===== config.mk =====
export PLATFORM = sky130hd
export DESIGN_NAME = ihsar_slave
export DESIGN_NICKNAME = d
export VERILOG_FILES = /design/src/hdl/ihsar_slave.v
export VERILOG_INCLUDE_DIRS = /design/src /design/src/hdl
export SDC_FILE = /design/constraint.sdc
export NUM_CORES = 1
export LEC_CHECK = 0
export ABC_CLOCK_PERIOD_IN_PS = 3500
export BUFFER_PORTS_ARGS = -buffer_cell sky130_fd_sc_hd__buf_2
export CAP_MARGIN = 20
export CORE_MARGIN = 5
export CORE_UTILIZATION = 46
export CTS_CLUSTER_DIAMETER = 60
export DETAILED_ROUTE_END_ITERATION = 6
export GPL_TIMING_DRIVEN = 0
export PLACE_DENSITY_LB_ADDON = 0.05
export SYNTH_ARGS = -nofsm -noshare
export SYNTH_HDL_FRONTEND = slang
export SYNTH_SLANG_ARGS = --single-unit

===== constraint.sdc =====
create_clock -name ref_clk_i -period 3.5 [get_ports ref_clk_i]
set_input_delay 0.7 -clock ref_clk_i [delete_from_list [all_inputs] [get_ports ref_clk_i]]
set_output_delay 0.7 -clock ref_clk_i [all_outputs]
set_load 0.005 [all_outputs]

===== src/hdl/ihsar_defines.vh =====
// Constants of the high-speed mode and alert-response serial slave.
`ifndef IHSAR_DEFINES_VH
`define IHSAR_DEFINES_VH

// ==========================================================================
// Clock and timing
// ==========================================================================
`define IHSAR_CLK_NS          50
`define IHSAR_TIMEOUT_MS      28
`define IHSAR_TIMEOUT_CYC     ((`IHSAR_TIMEOUT_MS * 1000000) / `IHSAR_CLK_NS)
`define IHSAR_TIMEOUT_W       20
`define IHSAR_FS_SPIKE_NS     100
`define IHSAR_HS_SPIKE_NS     50
`define IHSAR_FS_FILT_CYC     (`IHSAR_FS_SPIKE_NS / `IHSAR_CLK_NS)
`define IHSAR_HS_FILT_CYC     (`IHSAR_HS_SPIKE_NS / `IHSAR_CLK_NS)

// ==========================================================================
// Bus codes
// ==========================================================================
`define IHSAR_HS_CODE         5'h01
`define IHSAR_ARA_ADDR        7'h0C
`define IHSAR_BASE_ADDR       5'h10
`define IHSAR_ARA_LSB         1'b0

// ==========================================================================
// Reset values
// ==========================================================================
`define IHSAR_PIN_RST         4'h3

`endif


===== src/hdl/ihsar_slave.v =====
// Serial bus slave with high-speed mode entry and alert-response answer.
// How it works
// - The code byte is not acknowledged but switches the filters to HS.
// - After a repeated start the normal protocol runs at up to 3.4 MHz.
// - A stop leaves HS mode and restores the standard/fast filtering.
// - The alert-response address is accepted as a read target too.
// - With an alert pending the slave acks and sends its own address.
// - Several answering slaves arbitrate bit by bit on the data line.
// - A loser does not ack and keeps its alert line low until cleared or until it wins a later answer.
// - The slave address is 10000xx, chosen by the select pin per start.
// - A 28 ms timeout releases a stalled transaction.
// - Every byte, the alert answer included, goes MSB first.
`timescale 1ns/1ps
`include "ihsar_defines.vh"

module ihsar_slave #(
   parameter [`IHSAR_TIMEOUT_W-1:0] TIMEOUT_CYC = `IHSAR_TIMEOUT_CYC
) (
   input  wire       ref_clk_i,   // 20 MHz system clock
   input  wire       rst_i,       // synchronous reset, active high
   input  wire       scl_i,       // bus clock line level
   input  wire       sda_i,       // bus data line level
   input  wire [1:0] addr_sel_i,  // select pin level code (GND,VS,SDA,SCL)
   input  wire       alert_set_i, // pulse: alert condition raised
   input  wire       alert_clr_i, // pulse: alert condition cleared
   input  wire [7:0] tx_data_i,   // byte to send on a read
   output wire       sda_o,       // data line drive value, always low
   output wire       sda_oe_o,    // high while pulling the data line low
   output wire       alert_n_o,   // alert line, low while alert pending
   output wire       hs_mode_o,   // high-speed filtering active
   output wire [7:0] rx_data_o,   // last byte written by the master
   output wire       rx_valid_o,  // pulse: rx_data_o updated
   output wire       tx_load_o    // pulse: tx_data_i taken
);

   // =======================================================================
   // States
   // =======================================================================
   localparam [7:0] ST_IDLE = 8'h01;
   localparam [7:0] ST_ADDR = 8'h02;
   localparam [7:0] ST_ACKA = 8'h04;
   localparam [7:0] ST_RX   = 8'h08;
   localparam [7:0] ST_ACKR = 8'h10;
   localparam [7:0] ST_TX   = 8'h20;
   localparam [7:0] ST_ACKT = 8'h40;
   localparam [7:0] ST_WAIT = 8'h80;
   // Filter counts are worked out as integers and cut to the counter width.
   localparam integer FS_INT = `IHSAR_FS_FILT_CYC;
   localparam integer HS_INT = `IHSAR_HS_FILT_CYC;
   localparam [1:0] FS_LIM  = FS_INT[1:0];
   localparam [1:0] HS_LIM  = HS_INT[1:0];
   localparam [3:0] RST_PIN = `IHSAR_PIN_RST;

   reg                       hs_reg;
   reg  [7:0]                st_reg;
   reg  [7:0]                sh_reg;
   reg  [3:0]                cnt_reg;
   reg                       rd_reg;
   reg                       ara_reg;
   reg                       nack_reg;
   reg                       oe_reg;
   reg                       pend_reg;
   reg                       alert_n_reg;
   reg  [6:0]                own_reg;
   reg  [7:0]                rx_reg;
   reg                       rxv_reg;
   reg                       txl_reg;
   reg                       scl_d_reg;
   reg                       sda_d_reg;
   reg  [`IHSAR_TIMEOUT_W-1:0] to_reg;
   wire [3:0]                pin_filt;
   wire [1:0]                lim = hs_reg ? HS_LIM : FS_LIM;

   // =======================================================================
   // Pin synchronisers and spike filters
   // =======================================================================
   // Three flops per pin; a new level is taken once the second and third
   // agree and stay against the filtered value for the spike window.
   wire [3:0] pin_raw = {addr_sel_i, sda_i, scl_i};
   genvar g;
   generate
      for (g = 0; g < 4; g = g + 1) begin : g_pin
         reg       s1_reg;
         reg       s2_reg;
         reg       s3_reg;
         reg       f_reg;
         reg [1:0] c_reg;
         always @(posedge ref_clk_i) begin
            if (rst_i) begin
               s1_reg <= RST_PIN[g];
               s2_reg <= RST_PIN[g];
               s3_reg <= RST_PIN[g];
               f_reg  <= RST_PIN[g];
               c_reg  <= 2'h0;
            end else begin
               s1_reg <= pin_raw[g];
               s2_reg <= s1_reg;
               s3_reg <= s2_reg;
               if (s2_reg != s3_reg || s3_reg == f_reg) begin
                  c_reg <= 2'h0;
               end else if (c_reg >= lim) begin
                  f_reg <= s3_reg;
                  c_reg <= 2'h0;
               end else begin
                  c_reg <= c_reg + 2'h1;
               end
            end
         end
         assign pin_filt[g] = f_reg;
      end
   endgenerate

   wire scl      = pin_filt[0];
   wire sda      = pin_filt[1];
   wire scl_rise = scl & ~scl_d_reg;
   wire scl_fall = ~scl & scl_d_reg;
   wire start    = scl & scl_d_reg & ~sda & sda_d_reg;
   wire stop     = scl & scl_d_reg & sda & ~sda_d_reg;
   wire to_hit   = (to_reg >= TIMEOUT_CYC);
   wire ara_win  = ara_reg & (st_reg == ST_TX) & scl_fall
                   & (cnt_reg == 4'h8);
   wire own_hit  = (sh_reg[7:1] == own_reg);
   wire ara_hit  = (sh_reg[7:1] == `IHSAR_ARA_ADDR) & sh_reg[0] & pend_reg;

   // =======================================================================
   // Alert state
   // =======================================================================
   // A raise in the same cycle as a clear wins, so no alert is lost.
   always @(posedge ref_clk_i) begin
      if (rst_i) begin
         pend_reg    <= 1'b0;
         alert_n_reg <= 1'b1;
      end else begin
         pend_reg    <= alert_set_i
                        | (pend_reg & ~alert_clr_i & ~ara_win);
         alert_n_reg <= ~pend_reg;
      end
   end

   // =======================================================================
   // Bus state machine
   // =======================================================================
   always @(posedge ref_clk_i) begin
      if (rst_i) begin
         hs_reg    <= 1'b0;
         st_reg    <= ST_IDLE;
         sh_reg    <= 8'h00;
         cnt_reg   <= 4'h0;
         rd_reg    <= 1'b0;
         ara_reg   <= 1'b0;
         nack_reg  <= 1'b0;
         oe_reg    <= 1'b0;
         own_reg   <= {`IHSAR_BASE_ADDR, 2'h0};
         rx_reg    <= 8'h00;
         rxv_reg   <= 1'b0;
         txl_reg   <= 1'b0;
         scl_d_reg <= 1'b1;
         sda_d_reg <= 1'b1;
         to_reg    <= {`IHSAR_TIMEOUT_W{1'b0}};
      end else begin
         scl_d_reg <= scl;
         sda_d_reg <= sda;
         rxv_reg   <= 1'b0;
         txl_reg   <= 1'b0;
         // Only a low clock held inside a transaction counts as a stall.
         if (st_reg == ST_IDLE || scl || scl_fall) begin
            to_reg <= {`IHSAR_TIMEOUT_W{1'b0}};
         end else if (!to_hit) begin
            to_reg <= to_reg + 1'b1;
         end
         if (stop) begin
            hs_reg <= 1'b0;
            st_reg <= ST_IDLE;
            oe_reg <= 1'b0;
         end else if (start) begin
            // A repeated start keeps HS mode while it is set.
            st_reg  <= ST_ADDR;
            cnt_reg <= 4'h0;
            oe_reg  <= 1'b0;
            ara_reg <= 1'b0;
            own_reg <= {`IHSAR_BASE_ADDR, pin_filt[3:2]};
         end else if (to_hit) begin
            st_reg <= ST_IDLE;
            oe_reg <= 1'b0;
         end else begin
            case (st_reg)
               ST_ADDR: begin
                  if (scl_rise) begin
                     sh_reg  <= {sh_reg[6:0], sda};
                     cnt_reg <= cnt_reg + 4'h1;
                  end else if (scl_fall && cnt_reg == 4'h8) begin
                     rd_reg <= sh_reg[0];
                     if (sh_reg[7:3] == `IHSAR_HS_CODE) begin
                        hs_reg <= 1'b1;
                        st_reg <= ST_WAIT;
                     end else if (own_hit || ara_hit) begin
                        ara_reg <= ara_hit & ~own_hit;
                        oe_reg  <= 1'b1;
                        st_reg  <= ST_ACKA;
                     end else begin
                        st_reg <= ST_WAIT;
                     end
                  end
               end
               ST_ACKA: begin
                  if (scl_fall) begin
                     cnt_reg <= 4'h0;
                     if (rd_reg) begin
                        if (ara_reg) begin
                           sh_reg <= {own_reg, `IHSAR_ARA_LSB};
                           oe_reg <= ~own_reg[6];
                        end else begin
                           sh_reg  <= tx_data_i;
                           oe_reg  <= ~tx_data_i[7];
                           txl_reg <= 1'b1;
                        end
                        st_reg <= ST_TX;
                     end else begin
                        oe_reg <= 1'b0;
                        st_reg <= ST_RX;
                     end
                  end
               end
               ST_RX: begin
                  if (scl_rise) begin
                     sh_reg  <= {sh_reg[6:0], sda};
                     cnt_reg <= cnt_reg + 4'h1;
                  end else if (scl_fall && cnt_reg == 4'h8) begin
                     oe_reg  <= 1'b1;
                     rx_reg  <= sh_reg;
                     rxv_reg <= 1'b1;
                     st_reg  <= ST_ACKR;
                  end
               end
               ST_ACKR: begin
                  if (scl_fall) begin
                     oe_reg  <= 1'b0;
                     cnt_reg <= 4'h0;
                     st_reg  <= ST_RX;
                  end
               end
               ST_TX: begin
                  if (scl_rise) begin
                     cnt_reg <= cnt_reg + 4'h1;
                     // Released a one but the line reads zero: lost.
                     if (ara_reg && !oe_reg && !sda) begin
                        st_reg <= ST_WAIT;
                     end
                  end else if (scl_fall) begin
                     if (cnt_reg == 4'h8) begin
                        oe_reg <= 1'b0;
                        st_reg <= ST_ACKT;
                     end else begin
                        sh_reg <= {sh_reg[6:0], 1'b0};
                        oe_reg <= ~sh_reg[6];
                     end
                  end
               end
               ST_ACKT: begin
                  if (scl_rise) begin
                     nack_reg <= sda;
                  end else if (scl_fall) begin
                     cnt_reg <= 4'h0;
                     if (nack_reg || ara_reg) begin
                        st_reg <= ST_WAIT;
                     end else begin
                        sh_reg  <= tx_data_i;
                        oe_reg  <= ~tx_data_i[7];
                        txl_reg <= 1'b1;
                        st_reg  <= ST_TX;
                     end
                  end
               end
               ST_IDLE, ST_WAIT: begin
                  oe_reg <= 1'b0;
               end
               default: begin
                  st_reg <= ST_IDLE;
                  oe_reg <= 1'b0;
               end
            endcase
         end
      end
   end

   // The pull is a constant low; only the enable moves the line.
   reg sda_lvl_reg;
   always @(posedge ref_clk_i) begin
      sda_lvl_reg <= 1'b0;
   end

   assign sda_o      = sda_lvl_reg;
   assign sda_oe_o   = oe_reg;
   assign alert_n_o  = alert_n_reg;
   assign hs_mode_o  = hs_reg;
   assign rx_data_o  = rx_reg;
   assign rx_valid_o = rxv_reg;
   assign tx_load_o  = txl_reg;

endmodule


==> reports/results.tsv, run 1 <==
metric	value	unit
synthesis.area	0.004492	mm²
drive_above_1_share	16.94	%
dp.cells	661	
drv_cap	0	
status	finished, final reports clean	
placementRows	36	
seqCellArea	0.001702	mm²
yosys_warnings	0	
synth_seq_cells	85	
rsz0062_at_grt	no	
drc	0	
grt_max_degree	14	
holdPathEnd	g_pin[1].s2_reg	
ir_drop	279.6	µV
viasPerCell	5.654	
io_buffer_count	27	
synthTopCellsByArea	dfxtp_1 (38%), nor2_1 (4.7%), ha_1 (4.2%), xor2_1 (2.9%), a21oi_1 (2.7%)	
grt_use_total	19.00	%
final_cells	676	
clockBufferDepth	2	
seq_area_frac_synth	37.88	%
cp.required	3.79	ns
critical_path_class	register to register	
postCtsSetupBuffers	0	
worstPathArrival	2.94	ns
grt_pass1_wl	17710	µm
grt_remaining_overflow	0	
clk_latency	0.36	ns
dieArea	0.01184	mm²
antenna_found_initial	0	
ant_nets	0	
multiInputGateArea	0.002524	mm²
dieHeight	108.8	µm
cts_buffers	9	
vias	3822	
worstHoldPathCells	1	
cts_num_sinks	85	
period_share	75.56	%
yosys.cell_count.top_type	dfxtp_1	
synth_ff_type	dfxtp_1	
leakagePower	1.836	nW
largest_reg_flops	20	
htreeDepth	3	
finalHoldViolCount	0	
synth_edf_count	0	
netlist_top_cells_count	dfxtp_1 (85), nor2_1 (56), nand2_1 (28), a21oi_1 (24), nand3_1 (20)	
cp-start-kind	register	
fin_skew	0.007457	ns
coreArea	0.009639	mm²
slew_violations	0	
clkTransAtPathRegs	0.08	ns
design_area	0.004992	mm²
final.min_clock_period	2.645	ns
place.detailed.hpwl	7811	µm
yosysTopAreaCell	dfxtp_1	
avgSynthCellArea	8.966	µm²
grt_pass1_vias	3604	
async_flop_share	0	%
dr.pass1.iters	5	
power.density	347.2	mW/mm²
synth.top_cell.area_share	37.88	%
yosysUniqueCellTypes	69	
hold_slack	0.4111	ns
cts_resized	0	
maxSlewHeadroom	40.83	%
wl_per_cell	15.78	µm
hold_class	register to register	
ios	30	
root_buffer	clkbuf_8	
synth_cells	501	
place_area	0.004793	mm²
hp-start	g_pin[1].s1_reg	
die_x	108.8	µm
path_max_fanout	6	
rrSetupSlack	0.86	ns
layout.nets	570	
diodes	0	
gp_congestion	0.8881	
num-fill-cells	966	
tns	0	ns
fmax	0.3781	GHz
setup_viol	0	
reg2reg_to	sda_oe_o	
synth_nets	532	
syn2layout_area_growth	11.14	%
drt_wl_total	10670	µm
hold_buffers	0	
r2r-start	to_reg[11]	
place_ws	0.8758	ns
cts_tree	built	
worstRegToRegCells	5	
finalWorstSetupSlack	0.8555	ns
end_kind	register	
start_util	46.60	%
max_slew.worst_pin.slew	0.8800	ns
drtIter0Drc	177	
## area by class of cell
cell class              instances  share of cell area (%)
inverters                      17                   1.278
flip-flops and latches         85                   34.09
clock inverters                 4                  0.9524
plain buffers                  27                   4.060
well taps                     133                   3.333
multi-input cells             372                   50.55
clock buffers                  11                   3.033
repair buffers                 27                   2.707
## worst max path at each step
stage / end / start / cells past startpoint
final: sda_oe_o / to_reg[11] / 5
after global routing: st_reg[2] / g_pin[0].f_reg / 7
after CTS: sda_oe_o / to_reg[11] / 5
after detailed placement: sda_oe_o / to_reg[11] / 5
after global placement: sda_oe_o / to_reg[11] / 5
after floorplan: sh_reg[1] / st_reg[2] / 8
## cell families (layout without fill, tap and decap cells)
group | count (synthesis) | count (layout) | share of synthesized area, %
AND/OR/NAND/NOR | 222 | 222 | 27.60
AO/OA/AOI/OAI | 97 | 97 | 16.74
flip-flops | 85 | 85 | 37.88
buffers and inverters | 44 | 86 | 5.933
XOR/XNOR | 25 | 25 | 4.875
adder cells (fa/ha/maj) | 15 | 15 | 4.178
multiplexers | 12 | 12 | 2.702
other | 1 | 1 | 0.08349
## critical path, cell delays in order (launching register included)
cell and delay [ns]:
dfxtp_1 0.36, a2111oi_0 0.68, a31oi_1 0.34, nor3_1 0.76, o21ai_0 0.27, mux2i_1 0.17
## power by group
part           internal (mW)  switching (mW)  total [mW]
registers              0.973         0.00410       0.977
clock network          0.362           0.349       0.711
logic                 0.0216          0.0234      0.0449
total                   1.36           0.376        1.73
## cells in the final DEF (no fill, tap or decap), types with 3 or more instances in the layout
cell / n
a211oi_2: 7
a21o_1: 3
a21oi_1: 24
a222oi_1: 3
a22oi_1: 5
a31oi_1: 5
a41oi_1: 7
and2_1: 3
and3_1: 5
and4_1: 5
buf_2: 33
buf_4: 5
buf_6: 7
clkbuf_1: 7
clkbuf_8: 11
dfxtp_1: 85
ha_1: 15
inv_1: 16
mux2i_1: 11
nand2_1: 28
nand2b_1: 11
nand3_1: 20
nand3b_1: 4
nand4_1: 17
nand4b_1: 3
nor2_1: 56
nor2b_1: 12
nor3_1: 8
nor3b_1: 3
nor4_1: 13
nor4b_1: 6
o2111ai_1: 3
o21a_1: 3
o21ai_0: 11
o21bai_1: 3
o31ai_1: 3
or2_2: 9
or3_1: 5
xnor2_1: 10
xor2_1: 15
## per-layer routing
metal / track usage, % / up-vias / share of wire [%]
met1: 26.23 / 1832 / 49
met2: 29.39 / 73 / 46
met5: 0 / - / 0
li1: - / 1905 / -
met3: 2.842 / 12 / 3.3
met4: 8.386 / 0 / 1.7
## metrics by stage
step / utilization [%] / power [mW]
6_report: 51.79 / 1.733
5_1_grt: 51.79 / 1.810
4_1_cts: 51.79 / 1.758
3_5_place_dp: 49.73 / 1.045
3_3_place_gp: 49.73 / 1.044
2_1_floorplan: - / 1.028
No activity file was read; power rests on OpenSTA's default activity.
==> run 2: changes to the inputs <==
Settings changed: ABC_CLOCK_PERIOD_IN_PS 3500 to 2300.
Clock period 3.5 ns to 2.3 ns, I/O delays scaled along.
==> reports/results.tsv, run 2 (synthesized netlist as in run 1, its figures left out) <==
metric	value	unit	change
reg2reg_to	sh_reg[2]		
final.min_clock_period	2.270	ns	-0.3747 ns
worstPathCellList	or4_4 -> or2_1 -> buf_6 -> a2bb2oi_4 -> and4_4 -> buf_8 -> a211oi_2		
drc	0		unchanged
cts_buffers	9		unchanged
path_max_fanout	10		+4
critPathTopFamily	simple AND/OR/NAND/NOR gates		
largest_reg_flops	20		unchanged
max_slew.worst_pin.slew	0.5658	ns	-0.3142 ns
hold_class	primary input to register		
grt_use_total	19.10	%	+0.10 points
holdPathEnd	g_pin[0].s1_reg		
hp-start	scl_i		
slew_violations	0		unchanged
fmax	0.4406	GHz	+17%
slowest_delay	0.60	ns	-0.16 ns
grt_pass1_wl	17790	µm	+0.43%
cts_tree	built		
worstHoldPathCells	2		+1
htreeDepth	3		unchanged
io_buffer_count	27		unchanged
crit_buf_inv	2		+2
syn2layout_area_growth	15.04	%	
final_cells	680		+0.59%
ant_nets	0		unchanged
gp_congestion	0.8881		unchanged
clkTransAtPathRegs	0.09	ns	about the same
root_buffer	clkbuf_8		
start_util	46.60	%	unchanged
final_cell_mix	dfxtp_1 (79), nor2_1 (56), buf_2 (33)		
fin_skew	0.008528	ns	+0.001070 ns
ios	30		unchanged
layout.nets	574		+0.70%
diodes	0		unchanged
r2r-start	st_reg[6]		
end_kind	register		
setup_viol	0		unchanged
wl_per_cell	15.99	µm	+1.3%
viasPerCell	5.693		+0.69%
worstRegToRegCells	7		+2
finalHoldViolCount	0		unchanged
clk_latency	0.36	ns	about the same
drv_cap	0		unchanged
coreArea	0.009639	mm²	unchanged
maxSlewHeadroom	62.05	%	+21 points
place.detailed.hpwl	7811	µm	unchanged
placementRows	36		unchanged
cp.required	2.58	ns	-1.21 ns
crit_slowest_cell	or4_4		
hold_buffers	0		unchanged
dieHeight	108.8	µm	unchanged
fin_util	53.61	%	+1.8 points
drtIter0Drc	156		-12%
total_power	2.641	mW	+52%
rsz0062_at_grt	yes		
clockBufferDepth	2		unchanged
ir_drop	427.0	µV	+53%
vias	3871		+1.3%
grt_remaining_overflow	0		unchanged
cts_num_sinks	85		unchanged
dp.cells	661		unchanged
leakagePower	1.904	nW	+3.7%
critical_path_class	register to register		
power.density	511.0	mW/mm²	+47%
die_x	108.8	µm	unchanged
grt_max_degree	14		unchanged
layout_commonest_cell	dfxtp_1		
drive_above_1_share	22.12	%	+5.2 points
period_share	98.69	%	+23 points
dieArea	0.01184	mm²	unchanged
grt_pass1_vias	3629		+0.69%
rrSetupSlack	0.03	ns	-0.83 ns
drt_wl_total	10870	µm	+1.9%
worstPathArrival	2.55	ns	-0.39 ns
status	finished, final reports clean		
antenna_found_initial	0		unchanged
hold_slack	0.2823	ns	-0.1288 ns
cp-start-kind	register		
dr.pass1.iters	5		unchanged
-- run 2: cell types whose count changed in the layout (fill, tap and decap cells not counted), moves of 2 or more --
cell | before | now
dfxtp_2 | 0 | 6
buf_4 | 5 | 10
dfxtp_1 | 85 | 79
nor4_4 | 0 | 2
nor4b_4 | 0 | 2
nor4b_1 | 6 | 4
clkbuf_2 | 0 | 2
clkbuf_1 | 7 | 5
nor4_1 | 13 | 9
buf_6 | 7 | 5
nor4_2 | 0 | 2
-- run 2: how the worst max path moves through the flow --
stage	end	cells past startpoint	startpoint
after floorplan	sh_reg[1]	8	st_reg[2]
after global placement	sda_oe_o	5	to_reg[11]
after detailed placement	sda_oe_o	5	to_reg[11]
after CTS	sh_reg[2]	8	st_reg[2]
after global routing	sh_reg[2]	7	st_reg[6]
final	sh_reg[2]	7	st_reg[6]
-- run 2: area by class of cell --
type                    count  area [µm²]
repair buffers             34       197.7
clock buffers              11       151.4
multi-input cells         372        2653
flip-flops and latches     85        1709
clock inverters             4       47.55
well taps                 133       166.4
plain buffers              24       177.7
inverters                  17       65.06
fillers                   955        4472
-- run 2: timing repair --
| action | in CTS | in global routing |
|---|---|---|
| gates cloned | 0 | 1 |
| setup endpoints to repair | 41 | 31 |
| buffers inserted | 4 | 2 |
| gates resized for setup | 11 | 24 |
| pin swaps | 3 | 8 |
-- run 2: worst reg2reg max path, cell delays in order, from the launching register on --
cell and delay [ns]:
dfxtp_2 0.37, or4_4 0.60, or2_1 0.26, buf_6 0.16, a2bb2oi_4 0.22, and4_4 0.23
buf_8 0.13, a211oi_2 0.23
-- run 2: routing by layer --
metal | global-route usage [%] | wire length [µm]
met5 | 0 | 0
met3 | 2.842 | 440
met4 | 8.386 | 204
met2 | 29.66 | 4870
met1 | 26.30 | 5357
-- run 2: through the flow --
stage / area [µm²] / setup WS [ns] / TNS [ns]
2_1_floorplan: 4492 / 0.1691 / 0
3_3_place_gp: 4793 / -0.2687 / -4.069
3_5_place_dp: 4793 / -0.3242 / -5.412
4_1_cts: 5074 / 0.001695 / 0
5_1_grt: 5167 / -0.01287 / -0.02766
6_report: 5167 / 0.03013 / 0
-- run 2: power breakdown --
| part | internal [mW] | switching, mW | leakage [nW] |
|---|---|---|---|
| clock network | 0.552 | 0.534 | 0.101 |
| logic | 0.0332 | 0.0355 | 1.11 |
| registers | 1.48 | 0.00623 | 0.689 |
==> run 3: changes to the inputs <==
Settings changed: BUFFER_PORTS_ARGS -buffer_cell sky130_fd_sc_hd__buf_2 to default, DONT_BUFFER_PORTS from default to 1.
==> reports/results.tsv, run 3 (synthesized netlist as in run 1, its figures left out) <==
metric	value	unit	change
status	finished, final reports clean		
finalWorstSetupSlack	0.05080	ns	+0.02067 ns
holdPathEnd	g_pin[1].s1_reg		
grt_pass1_wl	17670	µm	-0.66%
reg2reg_to	sh_reg[2]		
start_util	46.60	%	unchanged
pwr-share-seq	56.9	%	+0.6 points
leakagePower	1.762	nW	-7.4%
ant_nets	0		unchanged
placementRows	36		unchanged
grt_use_total	18.90	%	-0.20 points
end_kind	register		
cts_num_sinks	85		unchanged
p_clk_share	40.9	%	-0.2 points
dr.pass1.iters	4		-1
place_ws	-0.3263	ns	-0.002085 ns
p_int	2.010	mW	-2.7%
cts_buffers	9		unchanged
switching_power	0.6019	mW	+4.6%
fin_util	52.19	%	-1.4 points
place.detailed.hpwl	7765	µm	-0.60%
power.density	519.1	mW/mm²	+1.6%
antenna_found_initial	0		unchanged
grt_remaining_overflow	0		unchanged
worstHoldPathCells	1		-1
fmax	0.4446	GHz	+0.92%
dieArea	0.01184	mm²	unchanged
final_cell_mix	dfxtp_1 (83), nor2_1 (56), nand2_1 (28)		
final.min_clock_period	2.249	ns	-0.02067 ns
drc	0		unchanged
wl_per_cell	16.36	µm	+2.3%
ios	30		unchanged
critical_path_class	register to register		
num-fill-cells	970		+1.6%
diodes	0		unchanged
cts_tree	built		
cp.required	2.55	ns	-0.03 ns
clkTransAtPathRegs	0.08	ns	about the same
max_slew.worst_pin.slew	0.5863	ns	+0.02052 ns
r2r-start	st_reg[2]		
pwr-share-comb	2.1	%	-0.5 points
die_x	108.8	µm	unchanged
gp_congestion	0.8748		-1.5%
grt_max_degree	16		+2
setup_viol	0		unchanged
period_share	97.79	%	-0.90 points
htreeDepth	3		unchanged
finalHoldViolCount	0		unchanged
root_buffer	clkbuf_8		
hold_class	primary input to register		
coreArea	0.009639	mm²	unchanged
clk_latency	0.37	ns	about the same
drt_wl_total	10730	µm	-1.3%
layout_commonest_cell	dfxtp_1		
maxSlewHeadroom	60.68	%	-1.4 points
path_max_fanout	10		unchanged
io_buffer_count	0		-100%
layout.nets	549		-4.4%
drtIter0Drc	218		+40%
viasPerCell	5.805		+2.0%
clockBufferDepth	2		unchanged
rrSetupSlack	0.05	ns	+0.02 ns
slew_violations	0		unchanged
grt_pass1_vias	3631		+0.055%
seqCellArea	0.001704	mm²	-0.29%
ir_drop	448.6	µV	+5.1%
largest_reg_flops	20		unchanged
drv_cap	0		unchanged
multiInputGateArea	0.002649	mm²	-0.14%
vias	3808		-1.6%
sw_frac_of_total	23.04	%	+1.3 points
fin_skew	0.007563	ns	-0.0009648 ns
syn2layout_area_growth	12.01	%	
worstRegToRegCells	7		unchanged
cp-start-kind	register		
dieHeight	108.8	µm	unchanged
hp-start	sda_i		
rsz0062_at_grt	yes		
drive_above_1_share	17.59	%	-4.5 points
worstPathArrival	2.50	ns	-0.05 ns
[run 3: cell count changes in the layout (fill, tap and decap cells not counted), sizes merged]
cell | before | now
o2111ai | 4 | 5
clkinv | 3 | 2
inv | 16 | 18
clkbuf | 18 | 16
buf | 51 | 25
clkinvlp | 1 | 3
[run 3: repair_timing]
action / CTS / global route
setup endpoints to repair: 45 / 35
pin swaps: 2 / 6
hold buffers: 0 / 0
resized for setup: 10 / 15
setup buffers: 1 / 5
gates cloned: 0 / 1
[run 3: power groups by stage]
stage               registers (mW)  logic, mW  clock network, mW
floorplan                     1.52     0.0437                  0
global placement              1.52     0.0555                  0
detailed placement            1.52     0.0561                  0
CTS                           1.49     0.0565               1.12
global route                  1.49     0.0611               1.18
finish                        1.49     0.0561               1.07
[run 3: layout make-up]
class	count	share of cell area, %
buffer	26	4.029
clock buffer	9	2.462
clock inverter	7	1.442
inverter	17	1.343
multi-input combinational	373	52.65
sequential	85	33.87
tap	133	3.308
timing repair buffer	6	0.8953
[run 3: worst max-delay path, stage by stage (launching register included)]
cell	delay, ns
dfxtp_1	0.31
buf_6	0.13
or4_4	0.53
or3_4	0.39
buf_6	0.15
and4_1	0.24
a222oi_1	0.26
a211oi_2	0.11
[run 3: metrics by stage]
stage,TNS (ns),power [mW],hold WS (ns),instances,area (µm²)
2_1_floorplan,0,1.564,0.3787,501,4492
3_3_place_gp,-4.460,1.577,0.3935,634,4658
3_5_place_dp,-4.437,1.578,0.4034,634,4658
4_1_cts,0,2.659,0.1606,650,4911
5_1_grt,-0.03907,2.728,0.1643,656,5031
6_report,0,2.612,0.1904,656,5031
[run 3: metal layers]
| layer | track usage (%) | up-vias | routed length (µm) |
|---|---|---|---|
| met1 | 24.83 | 1802 | 5022 |
| met5 | 0 | - | 0 |
| li1 | - | 1877 | - |
| met2 | 29.48 | 107 | 4834 |
| met4 | 7.665 | 0 | 233 |
| met3 | 5.033 | 22 | 644 |
[run 3: worst max-delay path by stage]
stage / cells past startpoint / slack, ns / from / endpoint
4_1_cts: 6 / 0.007 / to_reg[11] / rd_reg
3_3_place_gp: 5 / -0.34 / st_reg[6] / st_reg[2]
5_1_grt: 7 / -0.04 / g_pin[0].f_reg / st_reg[2]
6_report: 7 / 0.05 / st_reg[2] / sh_reg[2]
2_1_floorplan: 8 / 0.17 / st_reg[2] / sh_reg[1]
3_5_place_dp: 5 / -0.33 / st_reg[6] / st_reg[2]
